File: src/lhbp_defines.svh
// timing and field constants for the local host bus port
// assumes inclusion by bare name from the design files
`ifndef LHBP_DEFINES_SVH
`define LHBP_DEFINES_SVH
`define LHBP_DATA_W        16
`define LHBP_SEL_W         3
`define LHBP_REGS          8
`define LHBP_RDY_DELAY     2'h1
`define LHBP_WR_RDY_CYC    2'h2
`define LHBP_RD_RDY_CYC    2'h2
`define LHBP_CAPTURE_EDGE  2'h2
`endif

File: src/lhbp_pkg.sv
// types shared by the local host bus port, its host model and the bench
// assumes lhbp_defines.svh is on the include path
`include "lhbp_defines.svh"
package lhbp_pkg;
  typedef enum logic [2:0] {
    LHBP_IDLE,
    LHBP_SETUP,
    LHBP_WAIT,
    LHBP_READY,
    LHBP_HOLD
  } lhbp_state_t;

  // one host-side request as seen on the pins
  typedef struct packed {
    logic                      selectN;
    logic                      writeStrobeN;
    logic                      readStrobeN;
    logic [`LHBP_SEL_W-1:0]    regSelect;
    logic [`LHBP_DATA_W-1:0]   data;
  } lhbp_req_t;

  // state of the port controller
  typedef struct packed {
    lhbp_state_t               state;
    logic                      isRead;
    logic [1:0]                csCount;
    logic [1:0]                rdyCount;
    logic                      hostReadyN;
    logic                      dataOe;
    logic [`LHBP_DATA_W-1:0]   dataOut;
    logic                      wrEn;
    logic [`LHBP_SEL_W-1:0]    wrAddr;
    logic [`LHBP_DATA_W-1:0]   wrData;
  } lhbp_ctl_t;
endpackage : lhbp_pkg

File: src/lhbp_reg_store.sv
// small register store behind the host port
// assumes one clock; read data registered, one cycle latency
`timescale 1ns/1ps
`include "lhbp_defines.svh"
module lhbp_reg_store #(
  parameter int DATA_W = `LHBP_DATA_W,
  parameter int SEL_W  = `LHBP_SEL_W,
  parameter int DEPTH  = `LHBP_REGS
) (
  input  wire logic              clock,
  input  wire logic              arst_n,
  input  wire logic              wrEn,
  input  wire logic [SEL_W-1:0]  wrAddr,
  input  wire logic [DATA_W-1:0] wrData,
  input  wire logic [SEL_W-1:0]  rdAddr,
  output logic      [DATA_W-1:0] rdData
);
  logic [DATA_W-1:0] mem [DEPTH];

  // one write port per entry, registered read
  genvar i;
  generate
    for (i = 0; i < DEPTH; i++)
    begin : g_entry
      always_ff @(posedge clock or negedge arst_n)
      begin
        if (!arst_n)
          mem[i] <= '0;
        else if (wrEn && wrAddr == SEL_W'(i))
          mem[i] <= wrData;
      end
    end
  endgenerate

  always_ff @(posedge clock or negedge arst_n)
  begin
    if (!arst_n)
      rdData <= '0;
    else
      rdData <= mem[rdAddr];
  end
endmodule : lhbp_reg_store

File: src/lhbp_host_port.sv
// local host bus port: chip select, register select, strobes, ready
// assumes host pins synchronous to clock; bus wire resolved outside
//
// What this block does
// - ready asserted one cycle after write strobe
// - write ready ends after at most two
// - write data captured at second edge after select
// - read ready one cycle late, two long
`timescale 1ns/1ps
`include "lhbp_defines.svh"
module lhbp_host_port (
  input  wire logic                     clock,
  input  wire logic                     arst_n,
  input  wire logic                     selectN,
  input  wire logic [`LHBP_SEL_W-1:0]   regSelect,
  input  wire logic                     writeStrobeN,
  input  wire logic                     readStrobeN,
  input  wire logic [`LHBP_DATA_W-1:0]  dataIn,
  output logic      [`LHBP_DATA_W-1:0]  dataOut,
  output logic                          dataOe,
  output logic                          hostReadyN,
  output logic                          wrEn,
  output logic      [`LHBP_SEL_W-1:0]   wrAddr,
  output logic      [`LHBP_DATA_W-1:0]  wrData
);
  lhbp_pkg::lhbp_ctl_t ctl;
  lhbp_pkg::lhbp_ctl_t next_ctl;
  logic [`LHBP_DATA_W-1:0] rdData;
  logic wrAct;
  logic rdAct;
  logic csAct;

  assign csAct = !selectN;
  assign wrAct = csAct && !writeStrobeN;
  assign rdAct = csAct && !readStrobeN;

  // register contents; read data valid one cycle after address
  lhbp_reg_store #(
    .DATA_W (`LHBP_DATA_W),
    .SEL_W  (`LHBP_SEL_W),
    .DEPTH  (`LHBP_REGS)
  ) u_store (
    .clock  (clock),
    .arst_n (arst_n),
    .wrEn   (ctl.wrEn),
    .wrAddr (ctl.wrAddr),
    .wrData (ctl.wrData),
    .rdAddr (regSelect),
    .rdData (rdData)
  );

  // next-state logic of the port controller
  always_comb
  begin
    next_ctl = ctl;
    next_ctl.wrEn = 1'b0;
    // count edges since chip select went active
    if (!csAct)
      next_ctl.csCount = 2'h0;
    else if (ctl.csCount != 2'h3)
      next_ctl.csCount = ctl.csCount + 2'h1;
    // capture write data on the second edge after select
    if (wrAct && ctl.csCount == `LHBP_CAPTURE_EDGE - 2'h1)
    begin
      next_ctl.wrEn   = 1'b1;
      next_ctl.wrAddr = regSelect;
      next_ctl.wrData = dataIn;
    end
    // bus driven only in the cycle after a selected read strobe is sampled active
    next_ctl.dataOe  = rdAct;
    next_ctl.dataOut = rdData;
    case (ctl.state)
      lhbp_pkg::LHBP_IDLE:
      begin
        next_ctl.hostReadyN = 1'b1;
        if (wrAct || rdAct)
        begin
          // ready goes low at the next edge: one cycle after strobe
          next_ctl.isRead     = rdAct;
          next_ctl.hostReadyN = 1'b0;
          next_ctl.rdyCount   = `LHBP_RDY_DELAY;
          next_ctl.state      = lhbp_pkg::LHBP_READY;
        end
      end
      lhbp_pkg::LHBP_READY:
      begin
        if (!ctl.isRead && !wrAct)
        begin
          next_ctl.hostReadyN = 1'b1; // write ended early
          next_ctl.state      = lhbp_pkg::LHBP_IDLE;
        end
        else if (ctl.rdyCount == (ctl.isRead ? `LHBP_RD_RDY_CYC
                                              : `LHBP_WR_RDY_CYC))
        begin
          next_ctl.hostReadyN = 1'b1;
          next_ctl.state      = lhbp_pkg::LHBP_HOLD;
        end
        else
          next_ctl.rdyCount = ctl.rdyCount + 2'h1;
      end
      lhbp_pkg::LHBP_HOLD:
      begin
        // wait for the strobe to drop before the next transfer
        next_ctl.hostReadyN = 1'b1;
        if (!wrAct && !rdAct)
          next_ctl.state = lhbp_pkg::LHBP_IDLE;
      end
      default:
      begin
        next_ctl.hostReadyN = 1'b1;
        next_ctl.state      = lhbp_pkg::LHBP_IDLE;
      end
    endcase
  end

  // state register
  always_ff @(posedge clock or negedge arst_n)
  begin
    if (!arst_n)
    begin
      ctl            <= '0;
      ctl.state      <= lhbp_pkg::LHBP_IDLE;
      ctl.hostReadyN <= 1'b1;
    end
    else
      ctl <= next_ctl;
  end

  // outputs straight from flip-flops
  assign hostReadyN = ctl.hostReadyN;
  assign dataOe     = ctl.dataOe;
  assign dataOut    = ctl.dataOut;
  assign wrEn       = ctl.wrEn;
  assign wrAddr     = ctl.wrAddr;
  assign wrData     = ctl.wrData;
endmodule : lhbp_host_port

File: config.mk
export PLATFORM = sky130hd
export DESIGN_NAME = lhbp_host_port
export DESIGN_NICKNAME = d
export VERILOG_FILES = /design/src/lhbp_pkg.sv /design/src/lhbp_reg_store.sv /design/src/lhbp_host_port.sv
export VERILOG_INCLUDE_DIRS = /design/src
export SDC_FILE = /design/constraint.sdc
export NUM_CORES = 1
export LEC_CHECK = 0
export BUFFER_PORTS_ARGS = -buffer_cell sky130_fd_sc_hd__buf_2
export CAP_MARGIN = 15
export CORE_MARGIN = 2
export CORE_UTILIZATION = 45
export CTS_CLUSTER_SIZE = 20
export DETAILED_ROUTE_END_ITERATION = 8
export SYNTH_ARGS = -nofsm -noshare
export SYNTH_HDL_FRONTEND = slang
export SYNTH_SLANG_ARGS = --single-unit
File: constraint.sdc
create_clock -name clock -period 2.34 [get_ports clock]
set_clock_uncertainty 0.2 [all_clocks]
set_input_delay 0.234 -clock clock [delete_from_list [all_inputs] [get_ports clock]]
set_output_delay 0.234 -clock clock [all_outputs]
set_load 0.01 [all_outputs]
Word level (Yosys, flattened, before mapping):

Cells that the tools add are included.

* output and inout bits: 38
* input bits: 24
* memory bits (read-only): 0
* memories: 0
* logic and storage cells: 85
* latch bits: 0
* register bits after elaboration: 190
* bits in writable memories: 0

* multipliers: 0
* reduce and logical (&&, ||, !) cells: 27
* multiplexer cells: 18
* bitwise gates (word level): 1
* div/mod/pow operators: 0
* add/subtract/negate cells: 2
* shifts and indexed selects: 0
* eq/ne operators: 17
* order comparisons: 1

Operators by type and width (number)
* 16-bit binary-select mux with 3-bit select: 1
* 16-bit 2-to-1 mux: 2
* 20-bit 2-to-1 mux: 1
* 3-bit == test, second input constant: 5
* 1-bit logical AND: 13
* 3-bit 2-to-1 mux: 4
* 2-bit != test, second input constant: 5
* 3-bit by 2-bit == test with 1-bit output, second input constant: 3
* 3-bit case mux with 3 select lines: 1
* 2-bit 2-to-1 mux: 4
* 1-bit zero test: 6
* 3-bit zero test: 2
* 2-bit by 1-bit adder with 2-bit output, second input constant: 2
* 4-bit >= comparator, second input constant: 1
* 4-bit 2-to-1 mux: 1
* 3-bit inverter with 4-bit output: 1
* 2-bit case mux with 2 select lines: 1
* 4-bit AND reduction: 1
* 2-bit nonzero test: 2
* 3-bit by 1-bit == test with 1-bit output, second input constant: 1
* 3-bit != test, second input constant: 1
* 3-bit AND reduction: 1
* 2-bit by 1-bit == test with 1-bit output, second input constant: 1
* 2-bit == test, second input constant: 1
* other kinds (4): 5

Logic depth before layout (Yosys ltp):

Gate-level depths: netlist (run 1).

* depth in word-level cells: 6
* depth in mapped cells: 5
* mapped depth without buffers: 5

By module:

Synthesis (run 1) repeated with hierarchy kept, for this count alone.

* cells, all modules: 484
* area, all modules: 8164.1 um^2

By module, submodules not included
* lhbp_reg_store: cells an instance 352, times used 1, seq. area each 3603.5 um^2, area each 6333.6 um^2
* lhbp_host_port: cells an instance 132, times used 1, seq. area each 1127.3 um^2, area each 1830.5 um^2

Least setup slack after synthesis (run 1):

No wires, ideal clock.

* path type: register -> register
* start: register ctl (netlist bit wrAddr[2])
* end: register u_store.mem[101] in the netlist's numbering
* cell stages (with the launch flop): 6
* period minus slack after synthesis: 1836 ps
* path buffers: 2
* data arrival time: 1510 ps
* required time: 2015 ps
* path slack: 504 ps
* setup time: 125 ps
* path through: dfrtp_1 > buf_6 > nand2b_4 > nor3b_4 > buf_12 > mux2_4

* cells in the longest elaborated chain, start to end: 2

RTL lines
* start: declaration: RTL line lhbp_host_port.sv:26 `lhbp_pkg::lhbp_ctl_t ctl;`
* start signal: assignment: RTL line lhbp_host_port.sv:126 `ctl <= next_ctl;`
* 3-bit by 1-bit == test with 1-bit output: RTL line lhbp_reg_store.sv:29 `else if (wrEn && wrAddr == SEL_W'(i))`
* 1-bit logical AND: RTL line lhbp_reg_store.sv:29
* end signal: indexed assignment: RTL line lhbp_reg_store.sv:30 `mem[i] <= wrData;`
* end: declaration: RTL line lhbp_reg_store.sv:18 `logic [DATA_W-1:0] mem [DEPTH];`

No other way between the ends.
A chain may end at the register's enable or synchronous reset.

Final worst setup path (run 1):

* start: register ctl (netlist bit wrAddr[0])
* end: register u_store.mem[76] in the netlist's numbering

* cells in the longest elaborated chain, start to end: 2

RTL lines (RTL line)
* 3-bit by 2-bit == test with 1-bit output: lhbp_reg_store.sv:29
* 1-bit logical AND: lhbp_reg_store.sv:29

No other way between the ends.

==> out/qor.yml, run 1 <==
design.die.area_um2: 19300
drt-wirelength-per-cell_um: 19.4
grtUsageMet1_pct: 22.7
worstHoldEndpoint: "dataOut[10]"
synthCells: 484
yosys-top-cells-count: "dfrtp_1, mux2_2, buf_4, mux4_2, mux4_1"
start_kind: "flop"
reg2reg_from: "wrAddr[0]"
clockBufferDepth: 2
cp_data_arrival_time_ns: 2.06
top_usage_layer: "met2"
ys_types: 40
reg2reg_to: "u_store.mem[76]"
reg2regPathDepth: 3
finalHoldViolCount: 0
cts_tree: "built"
antenna_cells: 0
synth_warnings: 0
antenna_found_initial: 0
drt_iter0_drc: 230
tightest_slew_ns: 0.586
cap_viol_max_count: 0
status: "completed"
setup_viol: 0
io_pins: 62
dp_hpwl_um: 10000
die_w_um: 139
async_flop_share_pct: 100
synthMostInstantiatedCell: "dfrtp_1"
h-tree-depth: 4
slew_headroom_pct: 60.9
path_clk_slew_ns: 0.07
tns_ns: 0
cts-resized-gates: 0
insertion_delay_ns: 0.43
synth_top_area_share_pct: 57.6
rsz0062_at_grt: "no"
ant_nets: 0
setup_ws_ns: 0.393
reg2reg_slack_ns: 0.39
core_um2: 17900
fp.dieH_um: 139
syn-num-nets: 511
period_minus_slack_ns: 1.95
yosysSeqAreaShare_pct: 57.9
cp.required_ns: 2.45
ys_seq_elements: 189
vias: 4240
synthFlopType: "dfrtp_1"
netlist_area_um2: 8170
drv_slew: 0
drcViolationCount: 0
end_kind: "flop"
nets: 578
start_util_pct: 45.6
vias_per_cell: 5.35
clock_sinks: 189
synth_edf_count: 0
startpoint: "wrAddr[0]"
min_delay_path_depth: 0
critPathKind: "flop to flop"
powerDensity_nw_per_um2: 1190
grt_overflow_total: 0
grt_pass1_wl_um: 25500
post_cts_buffers: 0
post-synth-top-area-cell: "dfrtp_1"
ir_drop_v: 0.000581
port_buffers: 61
holdWs_ns: 0.148
rows: 49
min_path_type: "flop to flop"
cp_max_fo: 10
layout-drive-gt1-share_pct: 55.5
cts_root_buf: "clkbuf_16"
use_met2_pct: 28.6
grtUsageMet3_pct: 3.94
ctsHoldBuffers: 21
syn_avg_cell_area_um2: 16.9
synth_area_leaders: "dfrtp_1, mux2_2, mux4_2"
cts_made_buffers: 17
dr.pass1.iters: 4
hp-start: "u_store.rdData[10]"
area_growth_pct: 15.7
dp_slack_ns: 0.385
timing.fmax_mhz: 514
grt_usage_pct: 17.2
p_leak_nw: 4.63
min_period_over_period_pct: 83.2
wirelength_um: 15400
grt_max_degree: 70
place.gp.congestion: 0.718
grt_pass1_vias: 4617
where the power goes:
group          switching, mW  internal, mW
registers              0.996          4.61
clock network           1.23          1.83
logic                  0.887          1.68
stage by stage:
| stage | util, % | std cells | total power [mW] | area (um^2) |
|---|---|---|---|---|
| floorplan | - | 484 | 7.65 | 8170 |
| global placement | 48.1 | 740 | 8.10 | 8620 |
| detailed placement | 48.1 | 740 | 8.27 | 8620 |
| CTS | 52.8 | 793 | 11.4 | 9460 |
| global route | 52.8 | 793 | 11.9 | 9460 |
| finish | 52.8 | 793 | 11.2 | 9460 |
sequential cells by signal (all words and copies together) (netlist names):
name	cells
wrAddr	3
wrData	16
ctl	7
dataOe	1
u_store.mem	128
wrEn	1
u_store.rdData	16
dataOut	16
hostReadyN	1
worst max-delay path, stage by stage, from the launching register on:
cell	delay, ns
dfrtp_1	0.64
nand4b_2	0.42
buf_12	0.29
mux2_2	0.27
cell type report:
type | instances | area, um^2
sequential | 189 | 4730
inverter | 2 | 7.51
tap | 229 | 287
clock inverter | 12 | 183
timing repair buffer | 107 | 812
multi-input combinational | 234 | 2990
fill | 1469 | 8450
clock buffer | 20 | 447
layout by cell type (no fill, tap or decap), types with 4 or more instances in the layout:
| cell type | netlist | routed |
|---|---|---|
| buf_12 | 1 | 8 |
| buf_2 | 9 | 60 |
| dlygate4sd3_1 | 0 | 21 |
| mux4_2 | 19 | 19 |
| buf_4 | 39 | 17 |
| mux2_4 | 10 | 10 |
| bufinv_16 | 0 | 4 |
| nor2_1 | 5 | 5 |
| nand2_1 | 5 | 5 |
| dfrtp_1 | 188 | 188 |
| mux4_1 | 11 | 11 |
| mux2_2 | 153 | 153 |
| clkbuf_16 | 0 | 17 |
logic make-up after synthesis:
kind of cell | after synthesis | share of synthesized area, %
mux | 196 | 32.4
flops | 189 | 57.9
buf+inv | 61 | 5.59
simple gates | 25 | 2.65
compound gates | 9 | 0.873
fa+ha+maj | 3 | 0.459
xor+xnor | 1 | 0.107
worst max path at each step:
stage | to | slack [ns]
2_1_floorplan | u_store.mem[101] | 0.50
3_3_place_gp | u_store.rdData[8] | 0.42
3_5_place_dp | u_store.mem[78] | 0.38
4_1_cts | u_store.mem[78] | 0.38
5_1_grt | u_store.mem[78] | 0.29
6_report | u_store.mem[76] | 0.39
layer usage:
| layer | wire length [um] | part of all wire, % | vias up |
|---|---|---|---|
| li1 | - | - | 1878 |
| met1 | 6910 | 45 | 2257 |
| met2 | 7750 | 50 | 89 |
| met3 | 559 | 3.6 | 16 |
| met4 | 202 | 1.3 | 0 |
| met5 | 0 | 0 | - |
(Power assumes the default switching activity.)
==> run 2, diff against run 1 <==
clock period = 1.8 ns   (was 2.34 ns; I/O delays follow)
==> run 2 against run 1 <==
Combinational power rose by 37%. Global-route usage increased by 0.061 points. Sequential cell count is the same. Critical path depth is 1 higher. Sequential power rose by 28%. Non-clock buffer count is 18 higher. Fmax grew 8.4%. Count of clock-buffer cells in the layout rose by 1. Die area unchanged. Critical path type unchanged. Critical endpoint is now u_store.mem[54]. Largest power group unchanged.
==> out/qor.yml, run 2 (synthesized netlist as in run 1, its figures left out) <==
status: "completed"  # unchanged
die_w_um: 139  # unchanged
final_cells: 811  # was 793
h-tree-depth: 4  # unchanged
cts_root_buf: "clkbuf_16"  # unchanged
rsz0062_at_grt: "yes"  # was no
final_cell_mix: "dfrtp_1, mux2_2, buf_2"  # unchanged
critPathKind: "flop to flop"  # unchanged
cp_data_arrival_time_ns: 1.90  # was 2.06 ns
cts_made_buffers: 17  # unchanged
largest_reg_flops: 128  # unchanged
tightest_slew_ns: 0.401  # was 0.586 ns
tns_ns: 0  # unchanged
largest_register: "u_store.mem"  # unchanged
antenna_found_initial: 0  # unchanged
nets: 596  # was 578
dr.pass1.iters: 4  # unchanged
grt_overflow_total: 0  # unchanged
antenna_cells: 0  # unchanged
setup_viol: 0  # unchanged
design.die.area_um2: 19300  # unchanged
place.gp.congestion: 0.749  # was 0.718
ant_nets: 0  # unchanged
setup_ws_ns: 0.00416  # was 0.393 ns
end_kind: "flop"  # unchanged
area_growth_pct: 17.0  # was 15.7%
cp_max_fo: 6  # was 10
dp_slack_ns: 0.00842  # was 0.385 ns
cap_viol_max_count: 0  # unchanged
post_cts_buffers: 0  # unchanged
drt_iter0_drc: 158  # was 230
period_minus_slack_ns: 1.80  # was 1.95 ns
io_pins: 62  # unchanged
cts_tree: "built"  # unchanged
grt_pass1_wl_um: 25700  # was 25500 um
clockBufferDepth: 2  # unchanged
finalHoldViolCount: 0  # unchanged
start_util_pct: 45.6  # unchanged
powerDensity_nw_per_um2: 1500  # was 1190 nW/um^2
port_buffers: 61  # unchanged
rows: 49  # unchanged
ir_drop_v: 0.000622  # was 0.000581 V
drv_slew: 0  # unchanged
slew_headroom_pct: 73.3  # was 60.9%
path_clk_slew_ns: 0.07  # about the same
p_leak_nw: 4.70  # was 4.63 nW
holdWs_ns: 0.0634  # was 0.148 ns
drt-wirelength-per-cell_um: 19.0  # was 19.4 um
min_period_over_period_pct: 99.8  # was 83.2%
grt_pass1_vias: 4703  # was 4617
layout-drive-gt1-share_pct: 56.9  # was 55.5%
drcViolationCount: 0  # unchanged
dp_hpwl_um: 10400  # was 10000 um
final_common_cell: "dfrtp_1"  # unchanged
vias_per_cell: 5.23  # was 5.35
core_um2: 17900  # unchanged
min_path_type: "primary input to async pin"  # was flop to flop
post-place-cells: 758  # was 740
wirelength_um: 15400  # about the same
vias: 4245  # was 4240
timing.fmax_mhz: 557  # was 514 MHz
insertion_delay_ns: 0.42  # was 0.43 ns
start_kind: "flop"  # unchanged
cp.required_ns: 1.91  # was 2.45 ns
fp.dieH_um: 139  # unchanged
grt_usage_pct: 17.2  # about the same
clock_sinks: 189  # unchanged
grt_max_degree: 50  # was 70
## run 2: cell count changes in the layout (fill, tap and decap cells not counted)
cell / delta
nor3_2: -1
clkinv_4: +2
mux2_2: -3
bufinv_16: -3
buf_4: +15
buf_6: +4
nor3b_2: -1
clkbuf_8: +1
mux2_4: +3
nor3_4: +1
nor3b_4: +1
buf_12: -1
## run 2: layer usage
metal | wire (um) | global-route usage [%] | up-vias | share of wire [%]
li1 | - | - | 1921 | -
met1 | 6960 | 22.8 | 2260 | 45
met2 | 7830 | 28.8 | 52 | 51
met3 | 396 | 4.04 | 12 | 2.6
met4 | 192 | 4.73 | 0 | 1.2
met5 | 0 | 0 | - | 0
## run 2: layout make-up
class                           count  area, um^2
Sequential cell                   189        4730
Timing Repair Buffer              125         950
Clock inverter                     11         110
Multi-Input combinational cell    234        3010
Tap cell                          229         287
Inverter                            2        7.51
Clock buffer                       21         460
Fill cell                        1519        8340
## run 2: metrics by stage
stage	util, %	power, mW	instance area [um^2]
finish	53.4	14.3	9560
floorplan	-	9.96	8180
CTS	53.2	14.5	9530
global route	53.4	15.2	9560
global placement	48.8	10.5	8740
detailed placement	48.8	10.8	8740
## run 2: path summary, 6_finish.rpt
kind	startpoint	endpoint	slack, ns	cells past startpoint
setup reg to reg	wrAddr[0]	u_store.mem[54]	0.004	4
hold reg to reg	u_store.rdData[12]	dataOut[12]	0.15	0
min in group clock	regSelect[0]	wrAddr[0]	0.13	3
setup / recovery	wrAddr[0]	u_store.mem[54]	0.004	4
max in group asynchronous	arst_n	hostReadyN	0.72	3
hold / removal	arst_n	dataOut[14]	0.06	2
## run 2: where the power goes
group	leakage [nW]	total (mW)	switching, mW	internal (mW)
clock	0.271	3.63	1.63	2.00
sequential	2.51	7.19	1.19	6.00
combinational	1.93	3.52	1.24	2.28
## run 2: critical path, cell delays in order, from the launching register on
cell and delay, ns:
dfrtp_1 0.46, buf_4 0.20, nor3_4 0.24, buf_4 0.23, mux2_2 0.35
## run 2: timing repair
| item | in CTS | in global routing |
|---|---|---|
| hold buffers | 21 | 0 |
| setup endpoints to repair | 0 | 37 |
| hold endpoints to repair | 212 | 0 |
| gates resized for setup | 0 | 8 |
